File: src/wwrf_consts.vh
`ifndef WWRF_CONSTS_VH
`define WWRF_CONSTS_VH

// Register byte addresses
`define WWRF_ADDR_CTRL 8'h21
`define WWRF_ADDR_FLAGS 8'h34

// Control and status field positions
`define WWRF_BIT_IFLAG 7
`define WWRF_BIT_IEN 6
`define WWRF_BIT_PS3 5
`define WWRF_BIT_CE 4
`define WWRF_BIT_EN 3
`define WWRF_BIT_PS2 2
`define WWRF_BIT_PS1 1
`define WWRF_BIT_PS0 0

// Reset source flag positions
`define WWRF_BIT_WD_FLAG 3
`define WWRF_BIT_BO_FLAG 2
`define WWRF_BIT_PIN_FLAG 1
`define WWRF_BIT_POR_FLAG 0
`define WWRF_FLAGS_RESET 4'h1

// Change window length in system clocks
`define WWRF_CE_CYCLES 3'h4
// Highest valid prescale code
`define WWRF_PS_MAX 4'h9
// Oscillator cycles at prescale code zero
`define WWRF_BASE_CYCLES 21'h000800
// Nominal oscillator rate in kHz
`define WWRF_OSC_KHZ 128

`endif

File: src/wwrf_flags.v
`timescale 1ns/1ps
`include "wwrf_consts.vh"

module wwrf_flags (
   input wire clock, // System clock
   input wire rst_n, // Power-on reset, active low
   input wire wd_event, // Watchdog reset pulse
   input wire bo_event, // Brown-out reset pulse
   input wire pin_event, // External pin reset pulse
   input wire wr, // Write to flag register
   input wire [3:0] wdata, // Written flag values
   output reg [3:0] flags // Sticky reset source flags
);

   reg [3:0] next_flags;
   reg [3:0] sets;

   always @* begin
      sets = 4'h0;
      sets[`WWRF_BIT_WD_FLAG] = wd_event;
      sets[`WWRF_BIT_BO_FLAG] = bo_event;
      sets[`WWRF_BIT_PIN_FLAG] = pin_event;
      // Writing one keeps a flag, zero clears it; a set in the same cycle wins
      next_flags = flags;
      if (wr) begin
         next_flags = flags & wdata;
      end
      next_flags = next_flags | sets;
   end

   always @(posedge clock) begin
      if (!rst_n) begin
         flags <= `WWRF_FLAGS_RESET;
      end else begin
         flags <= next_flags;
      end
   end

endmodule // wwrf_flags

File: src/wwrf_timer.v
`timescale 1ns/1ps
`include "wwrf_consts.vh"

module wwrf_timer #(
   parameter [20:0] BASE_CYCLES = `WWRF_BASE_CYCLES
) (
   input wire clock, // System clock
   input wire rst_n, // Reset, active low
   input wire run, // Timer running
   input wire restart, // Restart count from zero
   input wire tick, // One oscillator cycle elapsed
   input wire [3:0] code, // Prescale code as written
   output reg timeout // One-cycle timeout pulse
);

   reg [20:0] count;
   reg [20:0] limit;
   reg [3:0] use_code;

   always @* begin
      use_code = (code > `WWRF_PS_MAX) ? `WWRF_PS_MAX : code;
      limit = BASE_CYCLES << use_code;
   end

   always @(posedge clock) begin
      if (!rst_n) begin
         count <= 21'h000000;
         timeout <= 1'b0;
      end else begin
         timeout <= 1'b0;
         if (restart || !run) begin
            count <= 21'h000000;
         end else if (tick) begin
            if (count >= limit - 21'h000001) begin
               count <= 21'h000000;
               timeout <= 1'b1;
            end else begin
               count <= count + 21'h000001;
            end
         end
      end
   end

endmodule // wwrf_timer

File: src/wwrf_top.v
// Overview of operation
// - Flag register upper four bits read zero
// - Watchdog reset sets flag bit three
// - Brown-out reset sets flag bit two
// - Pin reset sets flag bit one
// - Power-on sets bit zero, only software clears
// - Timeout with interrupt enable sets flag; ack or one clears
// - Interrupt needs flag, global enable, and enable or a held first timeout
// - Enable pair selects stop, interrupt, reset
// - Timeout with enable clears interrupt enable
// - Change enable self-clears after four clocks
// - Enable clear accepted only in window
// - Prescale change needs open change window
// - Higher safety level keeps watchdog enabled
// - Watchdog flag forces enable at lower level
// - Prescale code doubles timeout, 2K to 1024K
// - Reserved prescale codes use valid setting
// - Counter runs on 128 kHz oscillator
// - Counter restarts on kick, disable, reset
// - Reset-mode timeout gives one-clock pulse
// - Higher level reads enable as one
//
// The address-and-strobe port is this design's own decision.
`timescale 1ns/1ps
`include "wwrf_consts.vh"

module wwrf_top #(
   parameter [20:0] BASE_CYCLES = `WWRF_BASE_CYCLES
) (
   input wire clock, // System clock, 40 MHz
   input wire rst_n, // Power-on reset, active low
   input wire chip_reset, // Other chip reset, active high level
   input wire osc_clk, // Watchdog oscillator level
   input wire [7:0] addr, // Register address
   input wire [7:0] wdata, // Register write data
   input wire wr, // Write strobe
   input wire rd, // Read strobe
   output reg [7:0] rdata, // Read data, cycle after strobe
   input wire kick, // Watchdog restart instruction pulse
   input wire safety_level_fuse, // High selects higher safety level
   input wire global_int_enable, // Processor global interrupt enable
   input wire int_ack, // Interrupt vector taken pulse
   input wire brownout_event, // Brown-out reset pulse
   input wire pin_event, // External pin reset pulse
   output reg timeout_irq, // Timeout interrupt request
   output reg watchdog_reset_pulse // One-clock watchdog reset
);

   ////////////////////////////////////////////////////////////////
   // Control state

   reg timeout_interrupt_flag;
   reg timeout_interrupt_enable;
   reg watchdog_enable;
   reg [3:0] timeout_prescale_select;
   reg [2:0] ce_count;
   reg osc_prev;
   reg next_flag;
   reg next_ien;
   reg next_en;
   reg [3:0] next_ps;
   reg [2:0] next_ce;
   reg irq_held;
   reg next_held;
   wire [3:0] flags;
   wire timeout;
   wire ctrl_wr;
   wire flags_wr;
   wire protected_change_enable;
   wire enable_eff;
   wire running;
   wire tick;
   wire wd_fire;
   wire local_reset_n;
   wire [7:0] ctrl_view;

   assign ctrl_wr = wr && (addr == `WWRF_ADDR_CTRL);
   assign flags_wr = wr && (addr == `WWRF_ADDR_FLAGS);
   assign protected_change_enable = (ce_count != 3'h0);

   assign enable_eff = watchdog_enable || safety_level_fuse || flags[`WWRF_BIT_WD_FLAG];

   assign running = enable_eff || timeout_interrupt_enable;

   assign wd_fire = timeout && enable_eff && !timeout_interrupt_enable;

   // Chip reset restarts control state and timer; sticky flags, output registers and osc_prev see rst_n only
   assign local_reset_n = rst_n && !chip_reset;

   // Oscillator edge to one tick
   // Oscillator is much slower than the clock, so each rising edge is one tick
   assign tick = osc_clk && !osc_prev;

   always @(posedge clock) begin
      if (!rst_n) begin
         osc_prev <= 1'b0;
      end else begin
         osc_prev <= osc_clk;
      end
   end

   ////////////////////////////////////////////////////////////////
   // Register writes and hardware updates

   always @* begin
      next_flag = timeout_interrupt_flag;
      next_ien = timeout_interrupt_enable;
      next_en = watchdog_enable;
      next_ps = timeout_prescale_select;
      next_ce = ce_count;
      next_held = irq_held;
      if (ce_count != 3'h0) begin
         next_ce = ce_count - 3'h1;
      end
      if (int_ack) begin
         next_flag = 1'b0;
         next_held = 1'b0;
      end
      if (ctrl_wr) begin
         if (wdata[`WWRF_BIT_IFLAG]) begin
            next_flag = 1'b0;
            next_held = 1'b0;
         end
         next_ien = wdata[`WWRF_BIT_IEN];
         // Enable may always be set; clearing needs the window
         // Clear only in window
         if (wdata[`WWRF_BIT_EN] || protected_change_enable) begin
            next_en = wdata[`WWRF_BIT_EN];
         end
         if (protected_change_enable) begin
            next_ps = {wdata[`WWRF_BIT_PS3], wdata[`WWRF_BIT_PS2], wdata[`WWRF_BIT_PS1], wdata[`WWRF_BIT_PS0]};
         end
         if (wdata[`WWRF_BIT_CE] && wdata[`WWRF_BIT_EN]) begin
            next_ce = `WWRF_CE_CYCLES;
         end else if (!wdata[`WWRF_BIT_CE]) begin
            next_ce = 3'h0;
         end
      end
      if (timeout) begin
         if (timeout_interrupt_enable) begin
            next_flag = 1'b1;
         end
         if (enable_eff) begin
            next_ien = 1'b0;
         end
         // Both set: first timeout interrupts
         // The enable dropped by this timeout still gates its own flag
         if (enable_eff && timeout_interrupt_enable) begin
            next_held = 1'b1;
         end
      end
   end

   always @(posedge clock) begin
      if (!local_reset_n) begin
         timeout_interrupt_flag <= 1'b0;
         timeout_interrupt_enable <= 1'b0;
         watchdog_enable <= 1'b0;
         timeout_prescale_select <= 4'h0;
         ce_count <= 3'h0;
         irq_held <= 1'b0;
      end else begin
         timeout_interrupt_flag <= next_flag;
         timeout_interrupt_enable <= next_ien;
         watchdog_enable <= next_en;
         timeout_prescale_select <= next_ps;
         ce_count <= next_ce;
         irq_held <= next_held;
      end
   end

   ////////////////////////////////////////////////////////////////
   // Timeout counter and reset flags

   wwrf_timer #(
      .BASE_CYCLES(BASE_CYCLES)
   ) u_timer (
      .clock(clock),
      .rst_n(local_reset_n),
      .run(running),
      .restart(kick),
      .tick(tick),
      .code(timeout_prescale_select),
      .timeout(timeout)
   );

   wwrf_flags u_flags (
      .clock(clock),
      .rst_n(rst_n),
      .wd_event(wd_fire),
      .bo_event(brownout_event),
      .pin_event(pin_event),
      .wr(flags_wr),
      .wdata(wdata[3:0]),
      .flags(flags)
   );

   ////////////////////////////////////////////////////////////////
   // Outputs and read path

   assign ctrl_view = {timeout_interrupt_flag, timeout_interrupt_enable, timeout_prescale_select[3],
      protected_change_enable, enable_eff, timeout_prescale_select[2:0]};

   always @(posedge clock) begin
      if (!rst_n) begin
         rdata <= 8'h00;
         timeout_irq <= 1'b0;
         watchdog_reset_pulse <= 1'b0;
      end else begin
         timeout_irq <= timeout_interrupt_flag && (timeout_interrupt_enable || irq_held) && global_int_enable;
         watchdog_reset_pulse <= wd_fire;
         rdata <= 8'h00;
         if (rd && addr == `WWRF_ADDR_CTRL) begin
            rdata <= ctrl_view;
         end else if (rd && addr == `WWRF_ADDR_FLAGS) begin
            rdata <= {4'h0, flags};
         end
      end
   end

endmodule // wwrf_top

File: config.mk
export PLATFORM = sky130hd
export DESIGN_NAME = wwrf_top
export DESIGN_NICKNAME = d
export VERILOG_FILES = /design/src/wwrf_flags.v /design/src/wwrf_timer.v /design/src/wwrf_top.v
export VERILOG_INCLUDE_DIRS = /design/src
export SDC_FILE = /design/constraint.sdc
export NUM_CORES = 1
export LEC_CHECK = 0
export ABC_AREA = 0
export BUFFER_PORTS_ARGS = -buffer_cell sky130_fd_sc_hd__clkbuf_2
export CAP_MARGIN = 10
export CELL_PAD_IN_SITES_DETAIL_PLACEMENT = 1
export CELL_PAD_IN_SITES_GLOBAL_PLACEMENT = 2
export CORE_ASPECT_RATIO = 1.1
export CORE_MARGIN = 3
export CORE_UTILIZATION = 34
export DETAILED_ROUTE_END_ITERATION = 8
export PLACE_DENSITY = 0.77
export SLEW_MARGIN = 20
export SYNTH_ARGS = -nofsm -noshare
export SYNTH_HDL_FRONTEND = slang
export SYNTH_SLANG_ARGS = --single-unit
File: constraint.sdc
create_clock -name clock -period 3.3 [get_ports clock]
set_input_delay 0.33 -clock clock [delete_from_list [all_inputs] [get_ports clock]]
set_output_delay 0.33 -clock clock [all_outputs]
set_load 0.02 [all_outputs]
Word-level counts from Yosys, hierarchy flattened
Cells that the tools add are included.

Bits in registers: 48. Bits of input ports: 28. Word-level logic and storage cells: 75.

Add/sub/neg operators: 3. Magnitude comparators: 2. Equal/unequal tests: 2. Shift operators: 1. Mux-type cells: 23. Bitwise operators: 4. Reduce and logical (&&, ||, !) cells: 27.

Operators with widths (count): 21-bit by 1-bit adder with 21-bit output, second input constant (1); 21-bit greater-or-equal comparator (1); 21-bit two-way mux (1); 12-bit by 4-bit << shifter with 21-bit output, first input constant (1); 21-bit by 1-bit subtractor with 21-bit output, second input constant (1); 8-bit by 6-bit == test with 1-bit output, second input constant (2); 1-bit two-way mux (14); 1-bit logical AND (12); 3-bit two-way mux (4); 4-bit two-way mux (3); 8-bit two-way mux (1); 1-bit logical OR (6); 4-bit AND (1); 4-bit > comparator, second input constant (1); 1-bit logical NOT (4); 4-bit bitwise OR (1); 2-bit AND reduction (2); 3-bit nonzero test (1); 3-bit OR reduction (1); 3-bit by 1-bit subtractor with 3-bit output, second input constant (1); 1-bit NOT (2); 2-bit OR reduction (1).

Logic depth before layout (Yosys ltp)
Gate-level depths: netlist (run 1).

Depth after elaboration: 6. Gate-level depth with buffers: 14.

By module
From an unflattened synthesis (run 1), not the netlist that was laid out.

Cell total of the unflattened synthesis: 269. Area total of the unflattened synthesis: 2483.6 um2.

Modules (own cells, without submodules): wwrf_timer (times used 1, cells an instance 157, area an instance 1365.1 um2, seq. area each 440.4 um2); wwrf_top (times used 1, cells an instance 96, area an instance 959.7 um2, seq. area each 440.4 um2); wwrf_flags (times used 1, cells an instance 16, area an instance 158.9 um2, seq. area each 80.1 um2).

Worst setup path before layout (run 1)
No wires, ideal clock.

Path kind: register -> register. Start point: reg timeout_prescale_select[2]. End point: reg u_timer.count[2]. Library setup time: 0.115 ns. Arrival time: 2.574 ns. Path slack: 0.612 ns. Stages on the path, launching flop included: 14. Path buffers: 2. Path through: dfxtp_1 -> clkbuf_1 -> nor3_1 -> nand2b_1 -> ha_1 -> nor3_1 -> a21o_1 -> a32oi_1 -> ha_1 -> nand4_1 -> or4_4 -> nand4b_4 -> buf_6 -> nor2_1.

Cells in the longest elaborated chain, start to end: 6.

RTL lines: from (decl) (line wwrf_top.v:55) `reg [3:0] timeout_prescale_select;`; from (signal assigned) (line wwrf_top.v:166) `timeout_prescale_select <= next_ps;`; 4-bit > comparator (no source line); 4-bit two-way mux * (line wwrf_timer.v:21) `` use_code = (code > `WWRF_PS_MAX) ? `WWRF_PS_MAX : code; ``; 12-bit by 4-bit << shifter with 21-bit output * (line wwrf_timer.v:22) `limit = BASE_CYCLES << use_code;`; 21-bit by 1-bit subtractor with 21-bit output * (line wwrf_timer.v:34) `if (count >= limit - 21'h000001) begin`; 21-bit greater-or-equal comparator * (line wwrf_timer.v:34); 21-bit two-way mux * (line wwrf_timer.v:34); to (signal assigned) (line wwrf_timer.v:38) `count <= count + 21'h000001;`; to (decl) (line wwrf_timer.v:16) `reg [20:0] count;`.

Mark *: on every way between the ends. The rest lies on a longest branch, timed or not. A chain may end at the register's enable or synchronous reset.

Final worst setup path (run 1)
Start point: reg timeout_prescale_select[2]. End point: reg u_timer.count[3].

Same word-level chain as after synthesis.

==> impl_metrics.yaml, run 1 <==
logic_synthesis:
  netlist_area_mm2: 0.00237
  synth_edf_count: 0
  syn_inst: 259
  yosys_register_bits: 48
  synth.most_common_cell: "dfxtp_1"
  synth_largest_area_cell: "dfxtp_1"
  synth.distinct_cells: 48
  synth_commonest_cells: "48 x dfxtp_1, 35 x nor2_1, 15 x nand2_1, 15 x xnor2_1, 14 x ha_1"
  synth_flop_cell: "dfxtp_1"
  seq_area_frac_synth: 0.405
  ys_warn_count: 0
  syn-num-nets: 301
  avgSynthCellArea_um2: 9.15
  yosys-top-cells-area: "dfxtp_1 41%, ha_1 7.4%, nor2_1 5.5%, xnor2_1 5.5%, mux2i_1 3.0%"
  yosysTopAreaCellShare: 0.405
  synthArstFlopShare: 0
power:
  power_density_mw_per_mm2: 364
  p_seq_frac: 0.583
  combPwrFrac: 0.047
  p_switching_uw: 225
  ir_drop_mv: 0.178
  clock_power_share: 0.370
  switching_share: 0.225
  p_leak_nw: 1.03
  power.internal_uw: 775
sta:
  fmax_ghz: 0.337
  relSlewSlack: 0.492
  whs_ns: 0.243
  skew_ns: 0.00981
  post-route-period-util: 0.900
  setup_slack_ns: 0.331
  slew_violations: 0
  tightest_slew_ns: 0.752
  finalCriticalPeriod_ns: 2.97
  finalSetupTns_ns: 0
  finalSetupViolCount: 0
  hold_violations: 0
clock_tree:
  clockBufferDepth: 2
  clock-sinks: 48
  cts.clk_slew.worst_paths_ns: 0.09
  clk_latency_ns: 0.30
  hold_buffers: 0
  cts_tree: "yes"
  htree_num_levels: 2
  root_buffer: "clkbuf_8"
  cts_buffers: 5
  cts_setup_buffers: 0
floorplan:
  rows: 31
  dieWidth_um: 85.6
  io_pins: 38
  initial_core_util: 0.355
  dieArea_mm2: 0.00801
  die_height_um: 93.6
  design.core.area_mm2: 0.00667
layout:
  diodes: 0
  fillCellCount: 820
  final_nets: 338
  drive_gt1_frac: 0.199
  areaGrowthSynthToFinish_pct: 15.8
setup_path:
  cp_slowest_cell: "o31ai_2"
  worst-setup-path-type: "flip-flop to flip-flop"
  worstPathRequired_ns: 3.54
  cp_max_fo: 10
  path_cells: "nor3_1, nand2b_1, ha_1, nor3_1, a21o_1, a32oi_1, ha_1, a211oi_1, nor2_1, o31ai_2, nand4b_4, nor2_1"
  cp.arrival_ns: 3.21
  cpPeakStageDelay_ns: 0.46
  startpoint_type: "flip-flop"
  endpoint_kind: "flip-flop"
drt:
  drc: 0
  routed_wl_um: 5640
  postRouteAntennaNets: 0
  drt_iter0_markers: 67
  vias: 1944
  avgRoutedWirePerCell_um: 14.9
  vias_per_cell: 5.13
  firstDrtPassIters: 4
global_route:
  grt_first_pass_wirelength_um: 9420
  grtUsageTotal: 0.148
  grt_max_degree: 22
  grt_antenna_before_repair: 0
  grt_pass1_vias: 1972
  grt-ovfl-total: 0
place:
  dpl.hpwl_um: 4360
  dpl_worst_slack_ns: 0.265
  io_buffers: 37
  place.gp.congestion: 0.697
flow_run:
  drv_cap: 0
worst_hold_path:
  min_path_type: "input port to flip-flop"
status:
  outcome: "completed"
==> metal layers <==
metal  global-route usage  share of wire  wire length, um  up-vias
met3               0.0326          0.038              214        4
met1                0.176           0.44             2500      927
li1                     -              -                -      981
met5                    0              0                0        -
met4               0.0435          0.010               57        0
met2                0.266           0.51             2870       32
==> placed cells by master, fill, tap and decap left out, types with 3 or more instances in the layout <==
master    count
ha_1         14
clkbuf_8      6
nand4_1       7
nor2b_1       6
clkbuf_2     37
inv_1         7
nand3_1       7
nand2b_1      5
a21oi_1       8
nor3_1       11
and2_1        5
o21a_1        5
o21ai_0       6
and2_2        3
xor2_1        7
mux2i_1       7
a211oi_1      3
xnor2_1      15
nand2_1      15
dfxtp_1      48
nor2_1       35
==> timing repair <==
item,CTS,global route
gates resized for setup,0,2
endpoints found under the hold margin,0,0
endpoints found under the setup margin,0,12
==> state kept, by name, summed over array words and instances (netlist names) <==
name and count:
u_timer.count 21, osc_prev 1, u_timer.timeout 1, timeout_prescale_select 4, watchdog_reset_pulse 1, ce_count 3
watchdog_enable 1, timeout_interrupt_flag 1, timeout_irq 1, u_flags.flags 4, timeout_interrupt_enable 1, rdata 8
irq_held 1
==> worst paths after layout <==
path / startpoint / to / slack [ns] / cells past startpoint
min: brownout_event / u_flags.flags[2] / 0.24 / 2
max: timeout_prescale_select[2] / u_timer.count[3] / 0.33 / 12
max reg2reg: timeout_prescale_select[2] / u_timer.count[3] / 0.33 / 12
min reg2reg: u_flags.flags[0] / u_flags.flags[0] / 0.48 / 2
==> cell families (layout without fill, tap and decap cells) <==
logic type / after synthesis / after routing / share of synthesized area
muxes: 7 / 7 / 0.0296
and+or+nand+nor: 113 / 114 / 0.268
AOI/OAI and AO/OA: 37 / 37 / 0.107
adders and majority gates: 14 / 14 / 0.0739
xor gates and xnor gates: 22 / 22 / 0.0813
buffers and inverters: 17 / 54 / 0.0338
other: 1 / 1 / 0.00158
DFF: 48 / 48 / 0.405
==> power by group through the flow <==
stage	sequential (mW)	clock, mW	combinational, mW
2_1_floorplan	0.596	0	0.0217
3_3_place_gp	0.597	0	0.0456
3_5_place_dp	0.597	0	0.0461
4_1_cts	0.583	0.383	0.0465
5_1_grt	0.584	0.412	0.0523
6_report	0.583	0.370	0.0469
==> stage by stage <==
stage | instance area [um2] | cells | power, mW | utilization
2_1_floorplan | 2370 | 259 | 0.618 | -
3_3_place_gp | 2620 | 370 | 0.643 | 0.393
3_5_place_dp | 2620 | 370 | 0.643 | 0.393
4_1_cts | 2720 | 378 | 1.01 | 0.407
5_1_grt | 2750 | 379 | 1.05 | 0.411
6_report | 2750 | 379 | 1.00 | 0.411
==> critical path: cells and delay by family, from the launching register on <==
kind	cells	cell delay, ns
and+or+nand+nor	6	1.14
DFF	1	0.41
adders and majority gates	2	0.46
AOI/OAI and AO/OA	4	0.89
==> area by class of cell <==
class	count	area [um2]	area share
multi-input combinational	195	1360	0.495
sequential	48	961	0.350
timing repair buffer	39	200	0.0729
tap	82	103	0.0374
clock buffer	6	82.6	0.0301
inverter	7	26.3	0.00957
clock inverter	2	13.8	0.00501
(Power assumes the default switching activity.)
==> run 2, diff against run 1 <==
--- a/config.mk
+++ b/config.mk
@@ -11,7 +11,7 @@
 export CAP_MARGIN = 10
 export CELL_PAD_IN_SITES_DETAIL_PLACEMENT = 1
 export CELL_PAD_IN_SITES_GLOBAL_PLACEMENT = 2
-export CORE_ASPECT_RATIO = 1.1
+export CORE_ASPECT_RATIO = 0.6
 export CORE_MARGIN = 3
 export CORE_UTILIZATION = 34
 export DETAILED_ROUTE_END_ITERATION = 8
==> run 2 against run 1 <==
Net effect: total power increased by 23%; global-route usage rose by 1.2 points; combinational power up 3%; core utilization is 2.9 points higher; flip-flop and latch count is the same; maximum frequency decreased by 1.9%; non-clock buffer count unchanged; largest cell class unchanged; sequential share of layout area fell by 0.96 points; worst hold slack better by 0.0095 ns; via count increased by 0.46%.
==> impl_metrics.yaml, run 2 (synthesis gave the netlist of run 1 again) <==
sta:
  hold_violations: 0
  rsz0062_at_grt: "false"
  fmax_ghz: 0.330
  skew_ns: 0.00612
  slew_violations: 0
  setup_slack_ns: 0.273
  relSlewSlack: 0.554
  finalSetupViolCount: 0
  finalSetupTns_ns: 0
  post-route-period-util: 0.917
  finalCriticalPeriod_ns: 3.03
  tightest_slew_ns: 0.660
drt:
  vias_per_cell: 5.13
  routed_wl_um: 6400
  drc: 0
  avgRoutedWirePerCell_um: 16.8
  drt_iter0_markers: 85
  firstDrtPassIters: 4
  postRouteAntennaNets: 0
  vias: 1953
floorplan:
  io_pins: 38
  initial_core_util: 0.370
  dieArea_mm2: 0.00804
  die_height_um: 70.7
  rows: 22
  dieWidth_um: 114
  design.core.area_mm2: 0.00641
power:
  power_density_mw_per_mm2: 435
  p_leak_nw: 1.06
  ir_drop_mv: 0.251
setup_path:
  cpPeakStageDelay_ns: 0.46
  r2r_slack_ns: 0.27
  cp_max_fo: 11
  worst-setup-path-type: "flip-flop to flip-flop"
  path_cells: "nor3_1, nand2b_1, ha_1, nor3_1, a21o_1, a32oi_1, ha_1, a211oi_1, nor2_1, o31ai_2, nand4b_4, nor2_1"
  cp_slowest_cell: "o31ai_2"
  path_depth: 12
  reg2reg_to: "u_timer.count[3]"
  reg2reg_from: "timeout_prescale_select[1]"
  cp.arrival_ns: 3.25
  worstPathRequired_ns: 3.52
  startpoint_type: "flip-flop"
  worstPathBufferInverterCount: 0
  crit_family: "simple AND/OR/NAND/NOR gates"
  endpoint_kind: "flip-flop"
  worst-r2r-cell-count: 12
global_route:
  grt_antenna_before_repair: 0
  grtUsageTotal: 0.160
  grt-ovfl-total: 0
  grt_first_pass_wirelength_um: 10100
  grt_max_degree: 22
  grt_pass1_vias: 1867
worst_hold_path:
  worstHoldEndpoint: "u_flags.flags[2]"
  whs_path_depth: 2
  holdCritStartpoint: "brownout_event"
  min_path_type: "input port to flip-flop"
layout:
  top_regs: "u_timer.count (21), rdata (8)"
  drive_gt1_frac: 0.199
  final_nets: 338
  top_register: "u_timer.count"
  largest_reg_flops: 21
  areaGrowthSynthToFinish_pct: 19.1
  diodes: 0
  fillCellCount: 745
  final_cell_mix: "48 x dfxtp_1, 37 x clkbuf_2, 35 x nor2_1"
  mostFrequentLayoutCell: "dfxtp_1"
place:
  io_buffers: 37
  dpl_worst_slack_ns: 0.209
  place.gp.congestion: 0.792
  dpl.hpwl_um: 4930
clock_tree:
  cts.clk_slew.worst_paths_ns: 0.07
  root_buffer: "clkbuf_16"
  htree_num_levels: 2
  clockBufferDepth: 2
  clock-sinks: 48
  hold_buffers: 0
  clk_latency_ns: 0.29
  cts_tree: "yes"
  cts_buffers: 5
flow_run:
  drv_cap: 0
status:
  outcome: "completed"
==> run 2: changes by cell type in the layout (fill, tap and decap cells not counted) <==
cell and change:
clkinvlp_4 +1, bufinv_16 +1, clkinv_2 -1, clkbuf_8 -6, clkbuf_16 +5
==> run 2: layout make-up <==
cell class | instances | area [um2] | share of cell area
Timing Repair Buffer | 39 | 200 | 0.0709
Clock buffer | 5 | 125 | 0.0443
Clock inverter | 3 | 46.3 | 0.0164
Inverter | 7 | 26.3 | 0.00931
Sequential cell | 48 | 961 | 0.340
Multi-Input combinational cell | 195 | 1360 | 0.481
Tap cell | 84 | 105 | 0.0372
==> run 2: stage by stage <==
stage | utilization | hold slack [ns] | power, mW | instance area (um2) | instances
after CTS | 0.436 | 0.253 | 1.24 | 2790 | 380
final | 0.440 | 0.252 | 1.23 | 2820 | 381
after global placement | 0.409 | 0.457 | 0.643 | 2620 | 372
after global routing | 0.440 | 0.258 | 1.27 | 2820 | 381
after detailed placement | 0.409 | 0.459 | 0.644 | 2620 | 372
after floorplan | - | 0.440 | 0.618 | 2370 | 259
==> run 2: repair_timing <==
action | CTS | global route
endpoints found under the setup margin | 0 | 21
hold endpoints to repair | 0 | 0
setup buffers | 0 | 0
gates resized for setup | 0 | 2
==> run 2: worst max path at each step <==
stage                                     from  slack, ns                end
floorplan           timeout_prescale_select[2]       0.61   u_timer.count[2]
global placement    timeout_prescale_select[1]       0.41   u_timer.count[6]
detailed placement  timeout_prescale_select[2]       0.21  u_timer.count[14]
CTS                 timeout_prescale_select[1]       0.19  u_timer.count[14]
global route        timeout_prescale_select[1]       0.04  u_timer.count[14]
finish              timeout_prescale_select[1]       0.27   u_timer.count[3]
==> run 2: metal layers <==
metal  part of all wire  GRT usage  up-vias
li1                   -          -      991
met1               0.58      0.259      935
met2               0.38      0.208       23
met3              0.036     0.0462        4
met4             0.0036     0.0237        0
met5                  0          0        -
==> run 2: power by group <==
group	switching [mW]	internal (mW)	total (mW)
Combinational	0.0259	0.0226	0.0485
Clock	0.236	0.360	0.596
Sequential	0.00203	0.582	0.584
==> run 2: worst reg2reg max path: cells and delay by family, from the launching register on <==
family,cells,cell delay (ns)
AO/OA/AOI/OAI,4,0.92
adder cells (fa/ha/maj),2,0.48
flip-flops,1,0.40
AND/OR/NAND/NOR,6,1.17
